[config.mk]
export PLATFORM = sky130hd
export DESIGN_NAME = self_program_lock_fuse_access
export DESIGN_NICKNAME = d
export VERILOG_FILES = /design/src/inc/nv_access_pkg.sv /design/src/inc/nv_prog_if.sv /design/src/rtl/nv_write_timer.sv /design/src/rtl/self_program_lock_fuse_access.sv
export SDC_FILE = /design/constraint.sdc
export NUM_CORES = 1
export LEC_CHECK = 0
export BUFFER_PORTS_ARGS = -buffer_cell sky130_fd_sc_hd__clkbuf_2
export CAP_MARGIN = 30
export CORE_MARGIN = 2
export CORE_UTILIZATION = 30
export DETAILED_ROUTE_END_ITERATION = 8
export PLACE_DENSITY = 0.52
export SLEW_MARGIN = 15
export SYNTH_ARGS = -nofsm -noshare
export SYNTH_HDL_FRONTEND = slang
export SYNTH_SLANG_ARGS = --single-unit
[constraint.sdc]
create_clock -name aclk -period 4.5 [get_ports aclk]
set_input_delay 0.675 -clock aclk [delete_from_list [all_inputs] [get_ports aclk]]
set_output_delay 0.675 -clock aclk [all_outputs]
set_load 0.05 [all_outputs]
[src/inc/nv_access_pkg.sv]
// Purpose: shared constants for the lock and fuse access block
// Assumes: 32-bit AXI4-Lite register bus, RC oscillator tick as timing base
// Notes:   all offsets are byte addresses of aligned words
package nv_access_pkg;

	// register bus shape
	localparam int AXI_AW = 8;
	localparam int AXI_DW = 32;
	localparam logic [1:0] RESP_OKAY   = 2'h0;
	localparam logic [1:0] RESP_SLVERR = 2'h2;

	// register byte offsets
	localparam logic [7:0] OFS_CTRL    = 8'h00;
	localparam logic [7:0] OFS_POINTER = 8'h04;
	localparam logic [7:0] OFS_SOURCE  = 8'h08;
	localparam logic [7:0] OFS_INSTR   = 8'h0c;
	localparam logic [7:0] OFS_RESULT  = 8'h10;
	localparam logic [7:0] OFS_STATUS  = 8'h14;

	// store_program_control fields
	localparam int CTL_SPM_EN     = 0;
	localparam int CTL_PAGE_ERASE = 1;
	localparam int CTL_PAGE_WRITE = 2;
	localparam int CTL_LOCK_SEL   = 3;
	localparam int CTL_RWW_REEN   = 4;
	localparam int CTL_CMD_W      = 5;
	localparam int CTL_RWW_BUSY   = 6;

	// instruction strobe, result and status fields
	localparam int INSTR_STORE = 0;
	localparam int INSTR_LOAD  = 1;
	localparam int RES_VALID   = 8;
	localparam int RES_REFUSED = 9;
	localparam int ST_EE_BUSY  = 0;
	localparam int ST_WR_BUSY  = 1;
	localparam int ST_WINDOW   = 2;
	localparam int ST_ST_REFUSED = 3;

	// pointer values selecting the nonvolatile bytes
	localparam logic [15:0] PTR_FUSE_LOW  = 16'h0000;
	localparam logic [15:0] PTR_LOCK      = 16'h0001;
	localparam logic [15:0] PTR_FUSE_HIGH = 16'h0003;

	// lock byte layout and erased value
	localparam logic [7:0] LOCK_ERASED   = 8'hff;
	localparam logic [7:0] UNMAPPED_BYTE = 8'hff;
	localparam int LOCK_BOOT_LSB = 2;
	localparam int LOCK_BOOT_MSB = 5;

	// arming windows in cpu cycles
	localparam logic [2:0] LOAD_WINDOW  = 3'h3;
	localparam logic [2:0] STORE_WINDOW = 3'h4;

	// flash write timing from the rc oscillator
	localparam int PROG_MIN_TIME_US = 3700;
	localparam int PROG_MAX_TIME_US = 4500;
	localparam int RC_FREQ_KHZ      = 1000;
	localparam int PROG_MIN_TICKS   = (PROG_MIN_TIME_US * RC_FREQ_KHZ + 999) / 1000;
	localparam int PROG_MAX_TICKS   = (PROG_MAX_TIME_US * RC_FREQ_KHZ) / 1000;
	localparam int PROG_TICKS_DEF   = (PROG_MIN_TICKS + PROG_MAX_TICKS) / 2;
	localparam int TICK_W           = 13;

	typedef enum logic {NV_IDLE, NV_WRITE} nv_state_t;

endpackage : nv_access_pkg

[src/inc/nv_prog_if.sv]
// Purpose: carrier between the access logic and the flash write timer
// Assumes: both ends on aclk
// Notes:   start is a one-cycle pulse, busy a level
`timescale 1ns/100ps
`default_nettype none
interface nv_prog_if;
	logic       start;      // begin a timed flash write
	logic       start_lock; // write targets the lock byte
	logic [7:0] lock_src;   // source byte for lock programming
	logic       busy;       // timed write under way
	logic [7:0] lock_byte;  // current lock byte
	modport ctl   (output start, output start_lock, output lock_src,
	               input busy, input lock_byte);
	modport store (input start, input start_lock, input lock_src,
	               output busy, output lock_byte);
endinterface : nv_prog_if
`default_nettype wire

[src/rtl/nv_write_timer.sv]
// Purpose: times flash and lock writes and holds the lock byte
// Assumes: rc_tick is a one-cycle pulse per rc oscillator period
// Notes:   system reset is not wired here so a write in flight completes
`timescale 1ns/100ps
`default_nettype none
module nv_write_timer
	import nv_access_pkg::*;
#(
	parameter int PROG_TICKS = nv_access_pkg::PROG_TICKS_DEF
) (
	input  wire logic aclk,    // cpu clock
	input  wire logic por_n,   // power-on reset, synchronous, active low
	input  wire logic rc_tick, // rc oscillator period pulse
	nv_prog_if.store  nv       // start and status
);
	nv_state_t         state;
	logic [TICK_W-1:0] cnt;
	logic              kind_lock;
	logic [7:0]        src;
	logic [7:0]        lock_byte;
	wire               last_tick = rc_tick && (cnt == TICK_W'(PROG_TICKS - 1));

	assign nv.busy      = (state == NV_WRITE);
	assign nv.lock_byte = lock_byte;

	// write sequencer; only power-on reset stops it, never the cpu reset
	always_ff @(posedge aclk) begin
		if (!por_n) begin
			state     <= NV_IDLE;
			cnt       <= '0;
			kind_lock <= 1'b0;
			src       <= LOCK_ERASED;
		end else begin
			case (state)
				NV_IDLE: begin
					cnt <= '0;
					if (nv.start) begin
						state     <= NV_WRITE;
						kind_lock <= nv.start_lock;
						src       <= nv.lock_src;
					end
				end
				NV_WRITE: begin
					if (last_tick) begin
						state <= NV_IDLE;
					end else if (rc_tick) begin
						cnt <= cnt + 1'b1;
					end
				end
				default: state <= NV_IDLE;
			endcase
		end
	end

	// boot lock bits only ever go to programmed where the source bit is zero
	always_ff @(posedge aclk) begin
		if (!por_n) begin
			lock_byte <= LOCK_ERASED;
		end else if (state == NV_WRITE && last_tick && kind_lock) begin
			lock_byte[LOCK_BOOT_MSB:LOCK_BOOT_LSB] <=
				lock_byte[LOCK_BOOT_MSB:LOCK_BOOT_LSB] & src[LOCK_BOOT_MSB:LOCK_BOOT_LSB];
		end
	end

	AST_PROG_TIME: assert property (@(posedge aclk) disable iff (!por_n)
		state == NV_WRITE && rc_tick && cnt != TICK_W'(PROG_TICKS - 1) |=> state == NV_WRITE)
		else $error("flash write ended before its programming time");

	AST_LOCK_PROG: assert property (@(posedge aclk) disable iff (!por_n)
		state == NV_WRITE && last_tick && kind_lock
		|=> lock_byte[5:2] == ($past(lock_byte[5:2]) & $past(src[5:2])))
		else $error("boot lock bits not programmed from source byte");

endmodule : nv_write_timer
`default_nettype wire

[src/rtl/self_program_lock_fuse_access.sv]
// Purpose: software access to boot lock programming and fuse/lock reads
// Assumes: store and load program instructions arrive as register strobes
// Notes:   eeprom busy, rc clock and fuse bytes are pins and are synchronised
`timescale 1ns/100ps
`default_nettype none
// Overview of operation
// - armed store within four cycles programs boot lock bits whose source bit is zero
// - whole program memory stays readable while lock bits are programmed
// - an eeprom write in progress blocks every flash programming store
// - an eeprom write in progress refuses fuse and lock reads
// - armed load within three cycles at lock address returns the lock byte
// - arming bits clear after an armed lock or fuse read, after a store, or when the store window runs out
// - with arming clear, loads are ordinary program memory reads
// - armed load at address zero returns the fuse low byte unchanged
// - armed load at address three returns the fuse high byte unchanged
// - programmed bits read zero, unprogrammed bits read one
// - a flash write under way finishes even when system reset arrives
// - flash write timing comes from the rc oscillator, not the cpu clock
// - each timed write lasts between the minimum and maximum programming time
// - program-enable reads set until the previous store operation finishes
// - section busy flag stays set until a re-enable store or system reset clears it
module self_program_lock_fuse_access
	import nv_access_pkg::*;
#(
	parameter int PROG_TICKS = nv_access_pkg::PROG_TICKS_DEF
) (
	input  wire logic                              aclk,              // cpu clock
	input  wire logic                              aresetn,           // system reset
	input  wire logic                              por_n,             // power-on reset
	input  wire logic [nv_access_pkg::AXI_AW-1:0]  s_axi_awaddr,      // write address
	input  wire logic                              s_axi_awvalid,     // write address valid
	output var  logic                              s_axi_awready,     // write address ready
	input  wire logic [nv_access_pkg::AXI_DW-1:0]  s_axi_wdata,       // write data
	input  wire logic [3:0]                        s_axi_wstrb,       // byte strobes
	input  wire logic                              s_axi_wvalid,      // write data valid
	output var  logic                              s_axi_wready,      // write data ready
	output var  logic [1:0]                        s_axi_bresp,       // write response
	output var  logic                              s_axi_bvalid,      // write response valid
	input  wire logic                              s_axi_bready,      // write response ready
	input  wire logic [nv_access_pkg::AXI_AW-1:0]  s_axi_araddr,      // read address
	input  wire logic                              s_axi_arvalid,     // read address valid
	output var  logic                              s_axi_arready,     // read address ready
	output var  logic [nv_access_pkg::AXI_DW-1:0]  s_axi_rdata,       // read data
	output var  logic [1:0]                        s_axi_rresp,       // read response
	output var  logic                              s_axi_rvalid,      // read data valid
	input  wire logic                              s_axi_rready,      // read data ready
	input  wire logic                              eeprom_write_busy, // eeprom write running
	input  wire logic                              rc_osc,            // rc oscillator
	input  wire logic [7:0]                        fuse_low_byte,     // fuse low bits
	input  wire logic [7:0]                        fuse_high_byte,    // fuse high bits
	output var  logic [15:0]                       pmem_addr,         // program memory byte address
	output var  logic                              pmem_rd,           // program memory read pulse
	input  wire logic [7:0]                        pmem_rdata,        // program memory data
	output var  logic                              flash_busy         // timed write under way
);
	nv_prog_if nv ();

	// pin synchronisers; first stages feed only second stages
	logic       ee_meta, ee_busy, rc_meta, rc_sync, rc_prev;
	logic [7:0] flo_meta, fuse_lo, fhi_meta, fuse_hi;
	always_ff @(posedge aclk) begin
		ee_meta  <= eeprom_write_busy;
		ee_busy  <= ee_meta;
		rc_meta  <= rc_osc;
		rc_sync  <= rc_meta;
		rc_prev  <= rc_sync;
		flo_meta <= fuse_low_byte;
		fuse_lo  <= flo_meta;
		fhi_meta <= fuse_high_byte;
		fuse_hi  <= fhi_meta;
	end

	wire rc_tick = rc_sync & ~rc_prev; // one pulse per rc period

	nv_write_timer #(
		.PROG_TICKS (PROG_TICKS)
	) u_timer (
		.aclk    (aclk),
		.por_n   (por_n),
		.rc_tick (rc_tick),
		.nv      (nv.store)
	);

	// write channel: address and data taken in either order
	logic        aw_held, w_held;
	logic [7:0]  aw_q;
	logic [31:0] w_q;
	logic [3:0]  strb_q;
	wire         aw_ok   = s_axi_awvalid & s_axi_awready;
	wire         w_ok    = s_axi_wvalid & s_axi_wready;
	wire         wr_fire = (aw_held | aw_ok) & (w_held | w_ok) & ~s_axi_bvalid;
	wire [7:0]   wr_addr = aw_ok ? s_axi_awaddr : aw_q;
	wire [31:0]  wr_data = w_ok ? s_axi_wdata : w_q;
	wire [3:0]   wr_strb = w_ok ? s_axi_wstrb : strb_q;

	// write decode
	wire sel_ctrl   = wr_addr[7:2] == OFS_CTRL[7:2];
	wire sel_ptr    = wr_addr[7:2] == OFS_POINTER[7:2];
	wire sel_src    = wr_addr[7:2] == OFS_SOURCE[7:2];
	wire sel_instr  = wr_addr[7:2] == OFS_INSTR[7:2];
	wire wr_mapped  = sel_ctrl | sel_ptr | sel_src | sel_instr |
	                  wr_addr[7:2] == OFS_RESULT[7:2] | wr_addr[7:2] == OFS_STATUS[7:2];

	always_ff @(posedge aclk) begin
		if (!aresetn) begin
			s_axi_awready <= 1'b1;
			s_axi_wready  <= 1'b1;
			aw_held       <= 1'b0;
			w_held        <= 1'b0;
		end else if (s_axi_bvalid && s_axi_bready) begin
			s_axi_awready <= 1'b1;
			s_axi_wready  <= 1'b1;
		end else begin
			if (aw_ok)
				s_axi_awready <= 1'b0;
			if (w_ok)
				s_axi_wready <= 1'b0;
			aw_held <= ~wr_fire & (aw_held | aw_ok);
			w_held  <= ~wr_fire & (w_held | w_ok);
		end
	end

	// hold whichever half arrived first
	always_ff @(posedge aclk) begin
		if (aw_ok)
			aw_q <= s_axi_awaddr;
		if (w_ok) begin
			w_q    <= s_axi_wdata;
			strb_q <= s_axi_wstrb;
		end
	end

	// write response; unmapped addresses answer slave error
	always_ff @(posedge aclk) begin
		if (!aresetn) begin
			s_axi_bvalid <= 1'b0;
			s_axi_bresp  <= RESP_OKAY;
		end else if (wr_fire) begin
			s_axi_bvalid <= 1'b1;
			s_axi_bresp  <= wr_mapped ? RESP_OKAY : RESP_SLVERR;
		end else if (s_axi_bready) begin
			s_axi_bvalid <= 1'b0;
		end
	end

	// software registers
	logic [15:0]          pointer;
	logic [7:0]           source;
	logic [CTL_CMD_W-1:0] cmd;
	logic                 win_open;
	logic [2:0]           win_cnt;
	logic                 rww_busy;
	logic                 store_refused;

	// pointer is kept for loads; lock writing never looks at it
	always_ff @(posedge aclk) begin
		if (!aresetn) begin
			pointer <= PTR_FUSE_LOW;
			source  <= LOCK_ERASED;
		end else if (wr_fire) begin
			if (sel_ptr && wr_strb[0])
				pointer[7:0] <= wr_data[7:0];
			if (sel_ptr && wr_strb[1])
				pointer[15:8] <= wr_data[15:8];
			if (sel_src && wr_strb[0])
				source <= wr_data[7:0];
		end
	end

	// instruction strobes and arming decode
	wire store_req  = wr_fire & sel_instr & wr_strb[0] & wr_data[INSTR_STORE];
	wire load_req   = wr_fire & sel_instr & wr_strb[0] & wr_data[INSTR_LOAD];
	// control writes are refused while a write is timed, so the command holds
	wire ctrl_wr    = wr_fire & sel_ctrl & wr_strb[0] & ~nv.busy & ~nv.start;
	wire load_armed = win_open & cmd[CTL_LOCK_SEL] & cmd[CTL_SPM_EN] &
	                  (win_cnt < LOAD_WINDOW);
	wire lock_load  = load_req & load_armed;
	wire plain_load = load_req & ~load_armed;
	wire store_hit  = store_req & win_open & (win_cnt < STORE_WINDOW);
	wire store_ok   = store_hit & ~ee_busy & ~nv.busy;
	wire page_cmd   = cmd[CTL_PAGE_ERASE] | cmd[CTL_PAGE_WRITE];
	wire start_lock = store_ok & cmd[CTL_LOCK_SEL];
	wire start_page = store_ok & ~cmd[CTL_LOCK_SEL] & page_cmd;
	wire reenable   = store_ok & ~cmd[CTL_LOCK_SEL] & ~page_cmd & cmd[CTL_RWW_REEN];
	wire win_end    = win_open & (win_cnt == STORE_WINDOW - 3'h1);
	wire win_close  = lock_load | store_hit | win_end;

	// byte returned by an armed load, selected by the pointer
	wire [7:0] nv_byte = (pointer == PTR_FUSE_LOW)  ? fuse_lo :
	                     (pointer == PTR_LOCK)      ? nv.lock_byte :
	                     (pointer == PTR_FUSE_HIGH) ? fuse_hi :
	                     UNMAPPED_BYTE;

	// arming window counts cpu cycles from the one after the control write
	always_ff @(posedge aclk) begin
		if (!aresetn) begin
			cmd      <= '0;
			win_open <= 1'b0;
			win_cnt  <= '0;
		end else if (ctrl_wr) begin
			cmd      <= wr_data[CTL_SPM_EN] ? wr_data[CTL_CMD_W-1:0] : '0;
			win_open <= wr_data[CTL_SPM_EN];
			win_cnt  <= '0;
		end else if (win_close) begin
			cmd      <= '0;
			win_open <= 1'b0;
		end else if (win_open) begin
			win_cnt <= win_cnt + 3'h1;
		end
	end

	// section busy is set by page operations and a re-enable or system reset clears it
	always_ff @(posedge aclk) begin
		if (!aresetn)
			rww_busy <= 1'b0;
		else if (start_page)
			rww_busy <= 1'b1;
		else if (reenable)
			rww_busy <= 1'b0;
	end

	// kick the timer; refused stores are reported in status
	always_ff @(posedge aclk) begin
		if (!aresetn) begin
			nv.start      <= 1'b0;
			nv.start_lock <= 1'b0;
			nv.lock_src   <= LOCK_ERASED;
			store_refused <= 1'b0;
			flash_busy    <= 1'b0;
		end else begin
			nv.start      <= start_lock | start_page;
			nv.start_lock <= start_lock;
			nv.lock_src   <= source;
			flash_busy    <= nv.busy | nv.start;
			if (store_hit)
				store_refused <= ~store_ok;
		end
	end

	// load results; flash stays readable during every lock write
	logic [7:0] res_data;
	logic       res_valid, res_refused, pmem_pend;
	always_ff @(posedge aclk) begin
		if (!aresetn) begin
			res_data    <= '0;
			res_valid   <= 1'b0;
			res_refused <= 1'b0;
			pmem_pend   <= 1'b0;
		end else if (lock_load) begin
			res_data    <= ee_busy ? res_data : nv_byte;
			res_valid   <= ~ee_busy;
			res_refused <= ee_busy;
		end else if (plain_load) begin
			res_valid   <= 1'b0;
			res_refused <= 1'b0;
			pmem_pend   <= 1'b1;
		end else if (pmem_pend) begin
			res_data  <= pmem_rdata;
			res_valid <= 1'b1;
			pmem_pend <= 1'b0;
		end
	end

	// ordinary program memory read port
	always_ff @(posedge aclk) begin
		if (!aresetn) begin
			pmem_addr <= '0;
			pmem_rd   <= 1'b0;
		end else begin
			pmem_rd <= plain_load;
			if (plain_load)
				pmem_addr <= pointer;
		end
	end

	// program-enable stays visible until the timed write is over
	wire spm_en_view = cmd[CTL_SPM_EN] | nv.busy | nv.start;

	// read decode and data mux
	wire [5:0]  rd_idx  = s_axi_araddr[7:2];
	wire        rd_map  = rd_idx <= OFS_STATUS[7:2];
	wire [31:0] rd_word =
		(rd_idx == OFS_CTRL[7:2])    ? {25'h000_0000, rww_busy, 1'b0,
		                                cmd[CTL_CMD_W-1:1], spm_en_view} :
		(rd_idx == OFS_POINTER[7:2]) ? {16'h0000, pointer} :
		(rd_idx == OFS_SOURCE[7:2])  ? {24'h00_0000, source} :
		(rd_idx == OFS_RESULT[7:2])  ? {22'h00_0000, res_refused, res_valid, res_data} :
		(rd_idx == OFS_STATUS[7:2])  ? {28'h000_0000, store_refused, win_open,
		                                nv.busy, ee_busy} :
		32'h0000_0000;

	// read channel answers one cycle after the address is taken
	always_ff @(posedge aclk) begin
		if (!aresetn) begin
			s_axi_arready <= 1'b1;
			s_axi_rvalid  <= 1'b0;
			s_axi_rdata   <= '0;
			s_axi_rresp   <= RESP_OKAY;
		end else if (s_axi_arvalid && s_axi_arready) begin
			s_axi_arready <= 1'b0;
			s_axi_rvalid  <= 1'b1;
			s_axi_rdata   <= rd_word;
			s_axi_rresp   <= rd_map ? RESP_OKAY : RESP_SLVERR;
		end else if (s_axi_rvalid && s_axi_rready) begin
			s_axi_arready <= 1'b1;
			s_axi_rvalid  <= 1'b0;
		end
	end

	// checks kept beside the logic they guard
	AST_LOCK_READ: assert property (@(posedge aclk) disable iff (!aresetn)
		lock_load && !ee_busy && pointer == 16'h0001
		|=> res_valid && res_data == $past(nv.lock_byte))
		else $error("armed load at lock address did not return lock byte");

	AST_FUSE_LOW: assert property (@(posedge aclk) disable iff (!aresetn)
		lock_load && !ee_busy && pointer == 16'h0000
		|=> res_valid && res_data == $past(fuse_lo))
		else $error("armed load at zero did not return fuse low byte");

	AST_FUSE_HIGH: assert property (@(posedge aclk) disable iff (!aresetn)
		lock_load && !ee_busy && pointer == 16'h0003
		|=> res_valid && res_data == $past(fuse_hi))
		else $error("armed load at three did not return fuse high byte");

	AST_WINDOW_EXPIRE: assert property (@(posedge aclk) disable iff (!aresetn)
		ctrl_wr && wr_data[0] ##1 (!wr_fire) [*4] |=> !win_open && cmd == 5'h00)
		else $error("arming bits survived beyond the store window");

	AST_LOAD_LATE: assert property (@(posedge aclk) disable iff (!aresetn)
		lock_load |-> $past(ctrl_wr) || $past(ctrl_wr, 2) || $past(ctrl_wr, 3))
		else $error("load accepted after the three-cycle window");

	AST_EE_STORE: assert property (@(posedge aclk) disable iff (!aresetn)
		store_req && ee_busy |=> !nv.start ##1 !nv.start)
		else $error("flash programming started during eeprom write");

	AST_EE_READ: assert property (@(posedge aclk) disable iff (!aresetn)
		lock_load && ee_busy |=> res_refused && !res_valid)
		else $error("fuse or lock read allowed during eeprom write");

	AST_PLAIN_LOAD: assert property (@(posedge aclk) disable iff (!aresetn)
		load_req && !win_open |=> pmem_rd && pmem_addr == $past(pointer) ##1 res_valid)
		else $error("ordinary load did not read program memory");

	AST_SPMEN_HELD: assert property (@(posedge aclk) disable iff (!aresetn)
		nv.busy && s_axi_arvalid && s_axi_arready && rd_idx == OFS_CTRL[7:2]
		|=> s_axi_rdata[CTL_SPM_EN])
		else $error("program enable dropped while a write is timed");

	AST_RWW_HOLD: assert property (@(posedge aclk) disable iff (!aresetn)
		start_page |=> rww_busy throughout nv.start [*1])
		else $error("section busy not raised by page operation");

endmodule : self_program_lock_fuse_access
`default_nettype wire

==> results_dict.tcl <==
set metrics [dict create \
    status "finished clean" \
    drive_gt1_share_pct 22.4 \
    num_rows 54 \
    fillers 2249 \
    synth_compound_area_share_pct 14.1 \
    synth_warnings 0 \
    tightest_slew_ns 0.884 \
    grt_max_degree 42 \
    crit_arrival_ns 2.97 \
    startpoint_type "flip-flop" \
    clock_path_buffers 2 \
    rsz0062_at_grt "no" \
    drc 0 \
    ys.flop_type "dfxtp_1" \
    drt_iter0_drc 283 \
    clock-root-buffer "clkbuf_16" \
    fin_setup_tns_ns 0 \
    die-area_sq_um 23700 \
    synth-seq-area-share_pct 52.8 \
    start_util_pct 30.7 \
    antenna_found_initial 0 \
    ctsResizeCount 0 \
    hold_viol_final 0 \
    postCtsHoldBufs 0 \
    async_flop_share_pct 0 \
    num_vias 5057 \
    final_max_slew_viol_count 0 \
    synth_xor_xnor_area_share_pct 0.909 \
    synth_top_family_by_area "simple AND/OR/NAND/NOR gates" \
    syn_to_final_growth_pct 19.9 \
    fmax_mhz 379 \
    layout_common_cells "dfxtp_1 (178), clkbuf_2 (104), nor2_1 (62)" \
    synthDistinctLibCells 66 \
    cts_sinks 178 \
    wl_per_cell_um 15.7 \
    syn-cell-area_sq_um 6740 \
    hpwl_um 12200 \
    cts_buffers 17 \
    grtUsageTotal_pct 14.7 \
    slew_headroom_pct 40.8 \
    path_class "reg2reg" \
    netlist_instances 676 \
    seq_area_sq_um 3560 \
    dieWidth_um 154 \
    min_path_type "reg2reg" \
    worstSetupEndpointType "flip-flop" \
    fin_crit_sh_pct 58.7 \
    antenna_cells 0 \
    p_total_w 0.00347 \
    io_pins 145 \
    ir_worst_vdd_mv 0.193 \
    p_per_area_nw_per_um2 429 \
    dr.pass1.iters 5 \
    portBuffers 104 \
    synthAdderAreaFrac_pct 0.557 \
    final_core_util_pct 36.8 \
    synth-edff-count 0 \
    cts_setup_buffers 0 \
    clk_pin_slew_worst_paths_ns 0.07 \
    syn_area_per_cell_sq_um 9.97 \
    vias_per_cell 4.75 \
    gp_congestion 0.765 \
    ys_ff_latch 178 \
    muxShareOfSynthArea_pct 10.0 \
    multi_input_area_sq_um 2890 \
    fp.dieH_um 154 \
    post-route-min-period_ns 2.64 \
    synth-simple-area-share_pct 16.1 \
    fin_nets 861 \
    cts_tree "built" \
    grt_pass1_wl_um 27000 \
    finalSetupViolCount 0 \
    maxCapViolCount 0 \
    cts.htree.levels 4 \
    worstPathMaxFanout 11 \
    grt_pass1_vias 4893 \
    required_ns 4.84 \
    antenna_left 0 \
    p_leak_nw 3.34 \
    skew_ns 0.0166 \
    core_sq_um 22000 \
    grt-ovfl-total 0 \
    drt_wl_total_um 16800 \
    clock_latency_ns 0.44 \
    final_common_cell "dfxtp_1" \
]
==> critical path, stage by stage (launching register included) <==
cell	delay (ns)
dfxtp_1	0.55
nand2_1	0.29
a2111oi_4	0.52
nand4b_4	0.20
nor4b_2	0.61
o2111ai_1	0.20
a21oi_1	0.18
==> cell type report <==
cell class,count,share of cell area (%)
Sequential cell,178,44.1
Multi-Input combinational cell,444,35.7
Timing Repair Buffer,113,7.43
Clock buffer,20,5.77
Tap cell,280,4.33
Clock inverter,12,1.84
Inverter,18,0.835
==> stage by stage <==
step                      setup WS [ns]  instances  instance area (sq um)  hold WS [ns]
after floorplan                    1.84        693                   6810         0.310
after global placement             1.58       1033                   7470         0.312
after detailed placement           1.57       1033                   7470         0.312
after CTS                          1.86       1065                   8090         0.320
after global routing               1.65       1065                   8090         0.320
final                              1.86       1065                   8090         0.328
==> sequential cells by signal, indices dropped and copies added, names as in the netlist, 5 cells and up <==
register	flops
pmem_addr	16
pointer	16
s_axi_rdata	16
w_q	16
u_timer.cnt	13
fhi_meta	8
flo_meta	8
fuse_hi	8
fuse_lo	8
res_data	8
source	8
aw_q	6
cmd	5
==> synthesized netlist by cell type, types with 8 or more instances <==
cell | number | area [sq um]
o21ai_0 | 24 | 120
inv_1 | 18 | 67.6
mux2_2 | 18 | 203
and3_1 | 13 | 81.3
mux2i_1 | 46 | 460
o21a_1 | 8 | 60.1
dfxtp_1 | 178 | 3560
nand3_1 | 19 | 95.1
clkbuf_1 | 23 | 86.3
nand2_1 | 58 | 218
nor2_1 | 62 | 233
a21oi_1 | 42 | 210
buf_4 | 21 | 158
==> power by group <==
part | total, W | internal [W] | switching (W)
Clock | 0.00152 | 0.000874 | 0.000643
Sequential | 0.00167 | 0.00164 | 0.0000296
Combinational | 0.000283 | 0.0000923 | 0.000191
Total | 0.00347 | 0.00261 | 0.000864
==> path summary, 6_finish.rpt <==
kind	depth (start not counted)	start	endpoint	slack, ns
setup / recovery	6	s_axi_awready	rww_busy	1.86
hold / removal	0	flo_meta[7]	fuse_lo[7]	0.33
setup reg to reg	6	s_axi_awready	rww_busy	1.86
hold reg to reg	0	flo_meta[7]	fuse_lo[7]	0.33
==> layer usage <==
metal  GRT usage (%)  wire (um)
met1            19.9       8120
met2            22.9       7630
met3            3.64        858
met4            4.72        165
met5               0          0
==> kinds of logic (layout without fill, tap and decap cells) <==
| group | count (synthesis) | count (layout) |
|---|---|---|
| and+or+nand+nor | 211 | 211 |
| xor gates and xnor gates | 7 | 7 |
| other | 1 | 18 |
| buffers and inverters | 71 | 163 |
| muxes | 65 | 65 |
| AOI/OAI and AO/OA | 140 | 140 |
| adders and majority gates | 3 | 3 |
| DFF | 178 | 178 |
Note: power is estimated with default switching activity, not from simulation.
